## src/common/ufc_cfg.svh

```systemverilog
// register offsets, field positions, reset values and codes for the line format block
`ifndef UFC_CFG_SVH
`define UFC_CFG_SVH

// byte offsets on the register bus (word aligned)
`define UFC_OFF_DIV_LO 8'h00
`define UFC_OFF_DIV_HI 8'h04
`define UFC_OFF_IEN 8'h04
`define UFC_OFF_IID 8'h08
`define UFC_OFF_EFR 8'h08
`define UFC_OFF_LFC 8'h0c
`define UFC_OFF_FEN 8'h10

// line_format_control field positions
`define UFC_LFC_DIVISOR_ACCESS 7
`define UFC_LFC_BREAK 6
`define UFC_LFC_FORCED_PARITY 5
`define UFC_LFC_EVEN_PARITY 4
`define UFC_LFC_PARITY_ENABLE 3
`define UFC_LFC_STOP_BITS 2

// enhanced_feature_register field holding the enhanced interrupt enable
`define UFC_EFR_INT_ENABLE 4

// reset values
`define UFC_LFC_RESET 8'h00
`define UFC_EFR_RESET 8'h00
`define UFC_IEN_RESET 8'h00
`define UFC_DIV_RESET 8'h00
`define UFC_IID_NONE 6'h01

// identification codes, bits five down to zero
`define UFC_ID_LINE_STATUS 6'h06
`define UFC_ID_RX_DATA 6'h04
`define UFC_ID_RX_TIMEOUT 6'h0c
`define UFC_ID_TX_EMPTY 6'h02
`define UFC_ID_MODEM 6'h00
`define UFC_ID_XOFF_SPECIAL 6'h10
`define UFC_ID_FLOW_CHANGE 6'h20

// stop length in half bit times
`define UFC_STOP_ONE 3'h2
`define UFC_STOP_ONE_HALF 3'h3
`define UFC_STOP_TWO 3'h4

`endif

```

## src/common/ufc_pkg.sv

```systemverilog
// types shared by the line format and interrupt identification block
package ufc_pkg;

  // source index, lowest index is highest priority
  typedef enum logic [2:0] {
    UFC_SRC_LINE_STATUS,
    UFC_SRC_RX_DATA,
    UFC_SRC_RX_TIMEOUT,
    UFC_SRC_TX_EMPTY,
    UFC_SRC_MODEM,
    UFC_SRC_SPECIAL,
    UFC_SRC_FLOW_CHANGE,
    UFC_SRC_XOFF
  } ufc_src_t;

  typedef enum logic [1:0] {
    UFC_PAR_NONE,
    UFC_PAR_ODD,
    UFC_PAR_EVEN,
    UFC_PAR_FORCED
  } ufc_par_mode_t;

  // bus data phase progress
  typedef enum logic [1:0] {
    UFC_PH_IDLE,
    UFC_PH_WAIT,
    UFC_PH_DONE
  } ufc_phase_t;

  // one-cycle event pulses from the neighbouring transceiver blocks
  typedef struct packed {
    logic line_status;
    logic rx_data;
    logic rx_timeout;
    logic tx_empty;
    logic modem;
    logic special_char;
    logic flow_change;
    logic xoff_seen;
    logic xon_seen;
  } ufc_events_t;

  // decoded character format handed to transmitter and receiver
  typedef struct packed {
    logic [3:0] data_bits;
    logic [2:0] stop_halves;
    ufc_par_mode_t parity_mode;
    logic forced_value;
  } ufc_fmt_t;

  typedef struct packed {
    logic [7:0] line_format_control;
    logic [7:0] enhanced_feature_register;
    logic [7:0] source_enable;
    logic fifo_enable;
    logic [15:0] divisor;
    logic [6:0] pending;
    logic xoff_hold;
    logic cur_valid;
    ufc_src_t cur_src;
    ufc_phase_t phase;
    logic [7:0] dp_addr;
    logic dp_write;
    logic [31:0] hrdata;
    logic irq;
    logic tx_line;
    logic tx_parity;
    logic rx_parity_err;
    ufc_fmt_t fmt;
  } ufc_state_t;

endpackage : ufc_pkg

```

## src/ufc_line_format.sv

```systemverilog
// interrupt identification and line format control with an ahb-lite register slave
// Function
// - rank pending sources in six levels; identification read returns the code of the reported source.
// - while one interrupt is reported and unserviced, no other source is reported.
// - identification read clears only the reported source; lower ones show next read.
// - line status is top priority with code 000110.
// - level two: received data 000100, receive timeout 001100.
// - bits three to one code levels one to four; transmit empty 000010, modem 000000.
// - xoff or special character gives 010000; cts/rts change gives 100000.
// - identification bits seven and six read one with fifos enabled, else zero.
// - identification bits five and four only active with enhanced interrupt enable set.
// - xoff indication stays set until matching xon characters arrive.
// - identification bit zero is zero when pending, one when idle and after reset.
// - divisor access bit switches decoding to divisor latch and enhanced feature register.
// - while divisor access bit is set, the general registers cannot be reached; line format control stays readable and writable.
// - break bit holds the serial transmit output low until cleared.
// - forced parity: parity bit is one when even bit clear, zero when set.
// - unforced parity: even bit zero gives odd parity, one gives even parity.
// - parity enable adds a parity bit on transmit and checks it on receive.
// - stop bit field sets stop length together with the word length.
// - word length field selects character length for transmit and receive.
// - after reset all line format fields are zero.
// - stop field zero gives one stop; one gives 1.5 for five bits, else two.
// - word length 00 five, 01 six, 10 seven, 11 eight data bits.
`include "ufc_cfg.svh"

module ufc_line_format (
  input wire logic hclk,
  input wire logic hresetn,
  input wire logic hsel,
  input wire logic [31:0] haddr,
  input wire logic [1:0] htrans,
  input wire logic hwrite,
  input wire logic [2:0] hsize,
  input wire logic [31:0] hwdata,
  input wire logic hready,
  output logic hreadyout,
  output logic hresp,
  output logic [31:0] hrdata,
  input wire ufc_pkg::ufc_events_t events,
  input wire logic tx_serial,
  input wire logic [7:0] tx_char,
  input wire logic [7:0] rx_char,
  input wire logic rx_parity_bit,
  output logic tx_line,
  output logic tx_parity,
  output logic rx_parity_err,
  output ufc_pkg::ufc_fmt_t fmt,
  output logic [15:0] divisor,
  output logic [7:0] enhanced_feature_register,
  output logic irq
);

  ufc_pkg::ufc_state_t st_reg;
  ufc_pkg::ufc_state_t st_next;

  // identification code of one source
  function automatic logic [5:0] id_code(input ufc_pkg::ufc_src_t src);
    unique case (src)
      ufc_pkg::UFC_SRC_LINE_STATUS: id_code = `UFC_ID_LINE_STATUS;
      ufc_pkg::UFC_SRC_RX_DATA: id_code = `UFC_ID_RX_DATA;
      ufc_pkg::UFC_SRC_RX_TIMEOUT: id_code = `UFC_ID_RX_TIMEOUT;
      ufc_pkg::UFC_SRC_TX_EMPTY: id_code = `UFC_ID_TX_EMPTY;
      ufc_pkg::UFC_SRC_MODEM: id_code = `UFC_ID_MODEM;
      ufc_pkg::UFC_SRC_SPECIAL: id_code = `UFC_ID_XOFF_SPECIAL;
      ufc_pkg::UFC_SRC_FLOW_CHANGE: id_code = `UFC_ID_FLOW_CHANGE;
      ufc_pkg::UFC_SRC_XOFF: id_code = `UFC_ID_XOFF_SPECIAL;
    endcase
  endfunction : id_code

  // parity bit for a character under the programmed format; none yields zero
  function automatic logic parity_of(input logic [7:0] ch, input ufc_pkg::ufc_fmt_t f);
    logic [7:0] masked;
    masked = ch & (8'hff >> (4'h8 - f.data_bits));
    unique case (f.parity_mode)
      ufc_pkg::UFC_PAR_NONE: parity_of = 1'b0;
      ufc_pkg::UFC_PAR_ODD: parity_of = ~(^masked);
      ufc_pkg::UFC_PAR_EVEN: parity_of = ^masked;
      ufc_pkg::UFC_PAR_FORCED: parity_of = f.forced_value;
    endcase
  endfunction : parity_of

  // decode of the line format register into the format handed out
  function automatic ufc_pkg::ufc_fmt_t decode_fmt(input logic [7:0] lfc);
    ufc_pkg::ufc_fmt_t f;
    f.data_bits = 4'h5 + {2'h0, lfc[1:0]};
    if (!lfc[`UFC_LFC_STOP_BITS]) begin
      f.stop_halves = `UFC_STOP_ONE;
    end else if (lfc[1:0] == 2'h0) begin
      f.stop_halves = `UFC_STOP_ONE_HALF;
    end else begin
      f.stop_halves = `UFC_STOP_TWO;
    end
    if (!lfc[`UFC_LFC_PARITY_ENABLE]) begin
      f.parity_mode = ufc_pkg::UFC_PAR_NONE;
    end else if (lfc[`UFC_LFC_FORCED_PARITY]) begin
      f.parity_mode = ufc_pkg::UFC_PAR_FORCED;
    end else if (lfc[`UFC_LFC_EVEN_PARITY]) begin
      f.parity_mode = ufc_pkg::UFC_PAR_EVEN;
    end else begin
      f.parity_mode = ufc_pkg::UFC_PAR_ODD;
    end
    f.forced_value = ~lfc[`UFC_LFC_EVEN_PARITY];
    decode_fmt = f;
  endfunction : decode_fmt

  logic [7:0] live_mask;
  logic any_live;
  ufc_pkg::ufc_src_t top_src;
  logic eff_valid;
  ufc_pkg::ufc_src_t eff_src;
  logic enh_int;
  logic addr_take;
  logic dlab;
  logic [7:0] iid_value;
  logic [7:0] evt_set;

  // sources that count: enabled and pending; the enhanced ones need the enhanced enable
  always_comb begin
    enh_int = st_reg.enhanced_feature_register[`UFC_EFR_INT_ENABLE];
    evt_set = {events.xoff_seen, events.flow_change, events.special_char, events.modem,
               events.tx_empty, events.rx_timeout, events.rx_data, events.line_status};
    live_mask[6:0] = st_reg.pending & st_reg.source_enable[6:0];
    live_mask[7] = st_reg.xoff_hold & st_reg.source_enable[5];
    live_mask[5] = live_mask[5] & enh_int;
    live_mask[6] = live_mask[6] & enh_int;
    live_mask[7] = live_mask[7] & enh_int;
    any_live = |live_mask;
  end

  // fixed priority pick, lowest index wins
  always_comb begin
    top_src = ufc_pkg::UFC_SRC_LINE_STATUS;
    for (int i = 7; i >= 0; i--) begin
      if (live_mask[i]) begin
        top_src = ufc_pkg::ufc_src_t'(3'(i));
      end
    end
    // a reported source stays reported until serviced, even if a higher one arrives
    if (st_reg.cur_valid) begin
      eff_valid = 1'b1;
      eff_src = st_reg.cur_src;
    end else begin
      eff_valid = any_live;
      eff_src = top_src;
    end
  end

  // identification value as read; bit zero low means something is pending
  always_comb begin
    iid_value = {{2{st_reg.fifo_enable}}, `UFC_IID_NONE};
    if (eff_valid) begin
      iid_value[5:0] = id_code(eff_src);
    end
  end

  assign dlab = st_reg.line_format_control[`UFC_LFC_DIVISOR_ACCESS];
  assign addr_take = hsel & htrans[1] & hready;

  // next state of the whole block
  always_comb begin
    st_next = st_reg;
    // events set their sticky pending bits
    st_next.pending = st_reg.pending | evt_set[6:0];
    // xoff indication holds until xon; an xoff in the same cycle as xon wins
    if (events.xoff_seen) begin
      st_next.xoff_hold = 1'b1;
    end else if (events.xon_seen) begin
      st_next.xoff_hold = 1'b0;
    end
    // freeze the source being reported until it is serviced
    if (!st_reg.cur_valid && any_live) begin
      st_next.cur_valid = 1'b1;
      st_next.cur_src = top_src;
    end
    // drop a frozen report whose source was disabled meanwhile
    if (st_reg.cur_valid && !live_mask[st_reg.cur_src]) begin
      st_next.cur_valid = 1'b0;
    end

    // bus: a taken address phase leads to one wait cycle, then the answer
    unique case (st_reg.phase)
      ufc_pkg::UFC_PH_IDLE, ufc_pkg::UFC_PH_DONE: begin
        if (addr_take) begin
          st_next.phase = ufc_pkg::UFC_PH_WAIT;
          st_next.dp_addr = haddr[7:0];
          st_next.dp_write = hwrite;
        end else begin
          st_next.phase = ufc_pkg::UFC_PH_IDLE;
        end
      end
      ufc_pkg::UFC_PH_WAIT: begin
        st_next.phase = ufc_pkg::UFC_PH_DONE;
        st_next.hrdata = 32'h0000_0000;
        if (st_reg.dp_write) begin
          // writes; general registers except line format control ignored while divisor access is set
          unique case (st_reg.dp_addr)
            `UFC_OFF_LFC: st_next.line_format_control = hwdata[7:0];
            `UFC_OFF_DIV_LO: if (dlab) st_next.divisor[7:0] = hwdata[7:0];
            `UFC_OFF_IEN: begin
              if (dlab) begin
                st_next.divisor[15:8] = hwdata[7:0];
              end else begin
                st_next.source_enable = {1'b0, hwdata[6:0]};
              end
            end
            `UFC_OFF_EFR: if (dlab) st_next.enhanced_feature_register = hwdata[7:0];
            `UFC_OFF_FEN: if (!dlab) st_next.fifo_enable = hwdata[0];
            default: ;
          endcase
        end else begin
          // reads; unmapped and hidden offsets read as zero
          unique case (st_reg.dp_addr)
            `UFC_OFF_LFC: st_next.hrdata = {24'h0, st_reg.line_format_control};
            `UFC_OFF_DIV_LO: begin
              if (dlab) st_next.hrdata = {24'h0, st_reg.divisor[7:0]};
            end
            `UFC_OFF_IEN: begin
              if (dlab) begin
                st_next.hrdata = {24'h0, st_reg.divisor[15:8]};
              end else begin
                st_next.hrdata = {24'h0, st_reg.source_enable};
              end
            end
            `UFC_OFF_IID: begin
              if (dlab) begin
                st_next.hrdata = {24'h0, st_reg.enhanced_feature_register};
              end else begin
                st_next.hrdata = {24'h0, iid_value};
                // servicing clears only the reported source; a new event still wins
                if (eff_valid) begin
                  st_next.cur_valid = 1'b0;
                  if (eff_src != ufc_pkg::UFC_SRC_XOFF) begin
                    st_next.pending[eff_src] = evt_set[eff_src];
                  end
                end
              end
            end
            `UFC_OFF_FEN: if (!dlab) st_next.hrdata = {31'h0, st_reg.fifo_enable};
            default: ;
          endcase
        end
      end
      default: st_next.phase = ufc_pkg::UFC_PH_IDLE;
    endcase

    // interrupt line follows whether anything enabled remains pending
    st_next.irq = any_live | st_next.cur_valid;
    // break overrides the serial data, the line holds low while set
    st_next.tx_line = st_reg.line_format_control[`UFC_LFC_BREAK] ? 1'b0 : tx_serial;
    st_next.fmt = decode_fmt(st_next.line_format_control);
    st_next.tx_parity = parity_of(tx_char, st_reg.fmt);
    // received parity checked only when parity is enabled
    st_next.rx_parity_err = (st_reg.fmt.parity_mode != ufc_pkg::UFC_PAR_NONE) &&
                            (parity_of(rx_char, st_reg.fmt) != rx_parity_bit);
  end

  // single register stage for all state; everything clears to its default
  always_ff @(posedge hclk or negedge hresetn) begin
    if (!hresetn) begin
      st_reg <= '0;
      st_reg.line_format_control <= `UFC_LFC_RESET;
      st_reg.enhanced_feature_register <= `UFC_EFR_RESET;
      st_reg.source_enable <= `UFC_IEN_RESET;
      st_reg.divisor <= {`UFC_DIV_RESET, `UFC_DIV_RESET};
      st_reg.phase <= ufc_pkg::UFC_PH_IDLE;
      st_reg.tx_line <= 1'b1;
      st_reg.fmt <= '{4'h5, `UFC_STOP_ONE, ufc_pkg::UFC_PAR_NONE, 1'b1};
    end else begin
      st_reg <= st_next;
    end
  end

  // outputs straight from the state register, hresp tied low; the wait cycle keeps hrdata a flop
  assign hreadyout = (st_reg.phase != ufc_pkg::UFC_PH_WAIT);
  assign hresp = 1'b0;
  assign hrdata = st_reg.hrdata;
  assign tx_line = st_reg.tx_line;
  assign tx_parity = st_reg.tx_parity;
  assign rx_parity_err = st_reg.rx_parity_err;
  assign fmt = st_reg.fmt;
  assign divisor = st_reg.divisor;
  assign enhanced_feature_register = st_reg.enhanced_feature_register;
  assign irq = st_reg.irq;

  // hsize is not decoded: only whole-word transfers are supported
  logic unused_hsize;
  assign unused_hsize = ^hsize;

endmodule : ufc_line_format

```

## config.mk

```make
export PLATFORM = sky130hd
export DESIGN_NAME = ufc_line_format
export DESIGN_NICKNAME = d
export VERILOG_FILES = /design/src/common/ufc_pkg.sv /design/src/ufc_line_format.sv
export VERILOG_INCLUDE_DIRS = /design/src /design/src/common
export SDC_FILE = /design/constraint.sdc
export NUM_CORES = 1
export LEC_CHECK = 0
export BUFFER_PORTS_ARGS = -buffer_cell sky130_fd_sc_hd__buf_4
export CORE_MARGIN = 2
export CORE_UTILIZATION = 25
export DETAILED_ROUTE_END_ITERATION = 12
export PLACE_DENSITY = 0.44
export SYNTH_ARGS = -nofsm -noshare
export SYNTH_HDL_FRONTEND = slang
export SYNTH_SLANG_ARGS = --single-unit
```

## constraint.sdc

```tcl
create_clock -name hclk -period 6.5 [get_ports hclk]
set_input_delay 1.3 -clock hclk [delete_from_list [all_inputs] [get_ports hclk]]
set_output_delay 1.3 -clock hclk [all_outputs]
set_load 0.01 [all_outputs]
```

==> results_dict.tcl <==
set metrics [dict create \
    synth_ff_type "dfrtp_1" \
    r2r_slack_ns 3.68 \
    grt_antenna_before_repair 0 \
    pre_cts_ws_ns 3.35 \
    synth_xor_area_share_pct 2.62 \
    hpwl_um 9540 \
    ys_warn_count 0 \
    clk_pin_slew_worst_paths_ns 0.06 \
    status "finished, final reports clean" \
    gp_congestion 0.805 \
    ios 173 \
    postRouteAntennaNets 0 \
    finalSetupViolations 0 \
    min_path_cells 1 \
    worst_hold_path_type "reg -> reg" \
    grt_pass1_vias 3485 \
    syn_avg_cell_area_um2 10.2 \
    cp_data_arrival_time_ns 1.54 \
    numCtsBuffers 9 \
    slowest_stage "dfrtp_1" \
    synthMuxAreaShare_pct 11.8 \
    yosys.area.top_type "dfrtp_1" \
    worstReg2RegStart "st_reg[48]" \
    die_w_um 143 \
    nFillCells 2028 \
    h-tree-depth 3 \
    hold_end "st_reg[56]" \
    dieArea_um2 20600 \
    cts_resized 0 \
    period_share_pct 43.6 \
    syn2layout_area_growth_pct 17.9 \
    grt-ovfl-total 0 \
    nets 637 \
    max_freq_ghz 0.353 \
    post_cts_buffers 0 \
    slew_viol_final 0 \
    core_um2 19300 \
    multi_input_area_um2 2210 \
    cts_tree "done" \
    ys_top_cells_by_area "dfrtp_1 (41%), buf_4 (10%), mux2_2 (9.3%)" \
    dp.cells 783 \
    post_drt_wl_per_cell_um 16.1 \
    vdd_drop_max_v 0.000115 \
    drtIter0Drc 196 \
    regToRegEndpoint "divisor[9]" \
    setup_ws_ns 3.66 \
    drt-pass1-iter-count 4 \
    slowest_delay_ns 0.36 \
    clk-insertion-delay-late_ns 0.35 \
    grt_usage_pct 12.8 \
    synth_edf_count 0 \
    synth_cell_type_count 63 \
    rows 51 \
    drive_above_1_share_pct 30.4 \
    cts_root_buf "clkbuf_16" \
    vias_per_cell 4.45 \
    power_leakage_uw 0.00262 \
    power.density_nw_per_um2 243 \
    synth_adder_area_share_pct 1.80 \
    start_util_pct 25.2 \
    yosys.area_share.simple_pct 15.2 \
    num_antenna_cells 0 \
    relSlewSlack_pct 45.9 \
    layout_min_cycle_time_ns 2.84 \
    largest_reg_flops 37 \
    syn-instance-count 475 \
    r2r_cells 4 \
    hold_violations 0 \
    finalClockSkew_ns 0.00713 \
    die_h_um 143 \
    via_count 3553 \
    clk_path_buf_depth 2 \
    path_class "reg -> out" \
    path_cells "nor2b_1, clkinv_1, buf_4" \
    grt_max_degree 64 \
    ys_ff_latch 85 \
    post-route-util_pct 29.7 \
    rsz0062_at_grt "false" \
    synth-compound-area-share_pct 12.1 \
    seq_area_um2 2130 \
    wirelength_um 12900 \
    synth_top_area_share_pct 41.2 \
    finalNonFillerCells 798 \
    min_from "st_reg[56]" \
    crit_path_max_fanout 10 \
    grt_first_pass_wirelength_um 19700 \
    clock-sinks 85 \
    drv_cap 0 \
    worst_slew_pin_slew_ns 0.812 \
    fin_tns_setup_ns 0 \
    port_buffers 95 \
    synth_area_um2 4860 \
    hold_buffers 0 \
    required_ns 5.20 \
    start_kind "register" \
    critPathCaptureType "primary output" \
    ys_seq_area_share_pct 43.9 \
    drc 0 \
    power.total_uw 1390 \
    synth_top_family_by_area "simple AND/OR/NAND/NOR gates" \
    async_flop_share_pct 100 \
]
-- cells in the final DEF, fill, tap and decap left out, drive strengths merged, types with 4 or more instances in the layout --
| cell | Yosys | layout |
|---|---|---|
| nor2b | 12 | 12 |
| nand3 | 11 | 11 |
| conb | 1 | 25 |
| nand3b | 4 | 4 |
| nand2b | 6 | 6 |
| mux2 | 40 | 40 |
| mux2i | 10 | 10 |
| dfrtp | 80 | 80 |
| xnor2 | 7 | 7 |
| xor2 | 5 | 5 |
| a221oi | 4 | 4 |
| clkbuf | 9 | 14 |
| o21ai | 22 | 22 |
| a32oi | 4 | 4 |
| nand2 | 60 | 60 |
| a21oi | 18 | 18 |
| nor3 | 7 | 7 |
| nor2 | 14 | 14 |
| ha | 7 | 7 |
| buf | 70 | 98 |
| dfstp | 5 | 5 |
| a21o | 7 | 7 |
| inv | 15 | 15 |
| a22oi | 8 | 8 |
-- routing by layer --
metal  up-vias  GRT usage (%)  routed length [um]
met5         -              0                   0
met4         0           5.01                 220
met3        13           2.23                 679
met2       121           20.7                5940
met1      1725           17.0                6010
li1       1694              -                   -
-- cells in the mapped netlist (3+ instances only) --
cell       n
dfrtp_1   80
buf_4     67
nand2_1   59
mux2_2    40
o21ai_0   22
a21oi_1   18
inv_1     15
nor2_1    14
nor2b_1   12
nand3_1   11
mux2i_1   10
clkbuf_1   9
a22oi_1    8
a21o_1     7
ha_1       7
xnor2_1    7
nand2b_1   6
nor3_1     6
dfstp_2    5
xor2_1     5
a221oi_1   4
a32oi_1    4
nand3b_1   4
a22o_1     3
o31ai_1    3
-- how the worst max path moves through the flow --
stage | startpoint | end | slack [ns] | cells after the start
5_1_grt | st_reg[92] | st_reg[66] | 3.42 | 10
3_3_place_gp | rx_char[1] | rx_parity_err | 3.41 | 8
3_5_place_dp | rx_char[1] | rx_parity_err | 3.35 | 8
6_report | st_reg[55] | hreadyout | 3.66 | 3
4_1_cts | st_reg[55] | hreadyout | 3.61 | 3
2_1_floorplan | rx_char[1] | rx_parity_err | 3.77 | 7
-- area by class of cell --
class / count / share of cell area [%]
Clock buffer: 14 / 4.43
Clock inverter: 1 / 0.131
Inverter: 16 / 1.05
Multi-Input combinational cell: 319 / 38.6
Sequential cell: 85 / 37.2
Tap cell: 265 / 5.78
Timing Repair Buffer: 98 / 12.8
-- metrics by stage --
step	area (um^2)	hold WS, ns
4_1_cts	5730	0.428
5_1_grt	5730	0.439
2_1_floorplan	4950	0.385
3_3_place_gp	5470	0.419
6_report	5730	0.426
3_5_place_dp	5470	0.419
-- cells by family (layout without fill, tap and decap cells) --
kind of cell	count (synthesis)	count (layout)
AOI/OAI and AO/OA	88	88
adders and majority gates	7	7
and+or+nand+nor	135	135
buffers and inverters	95	129
other	1	25
xor gates and xnor gates	13	13
DFF	85	85
muxes	51	51
-- power breakdown --
part | internal [uW] | switching (uW)
sequential | 575 | 60.4
clock | 268 | 202
combinational | 130 | 157
-- worst max-delay path, delay by kind of cell, from the launching register on --
kind	cells	cell delay, ns
simple gates	1	0.23
buf+inv	2	0.61
flops	1	0.36
(Power assumes the default switching activity.)
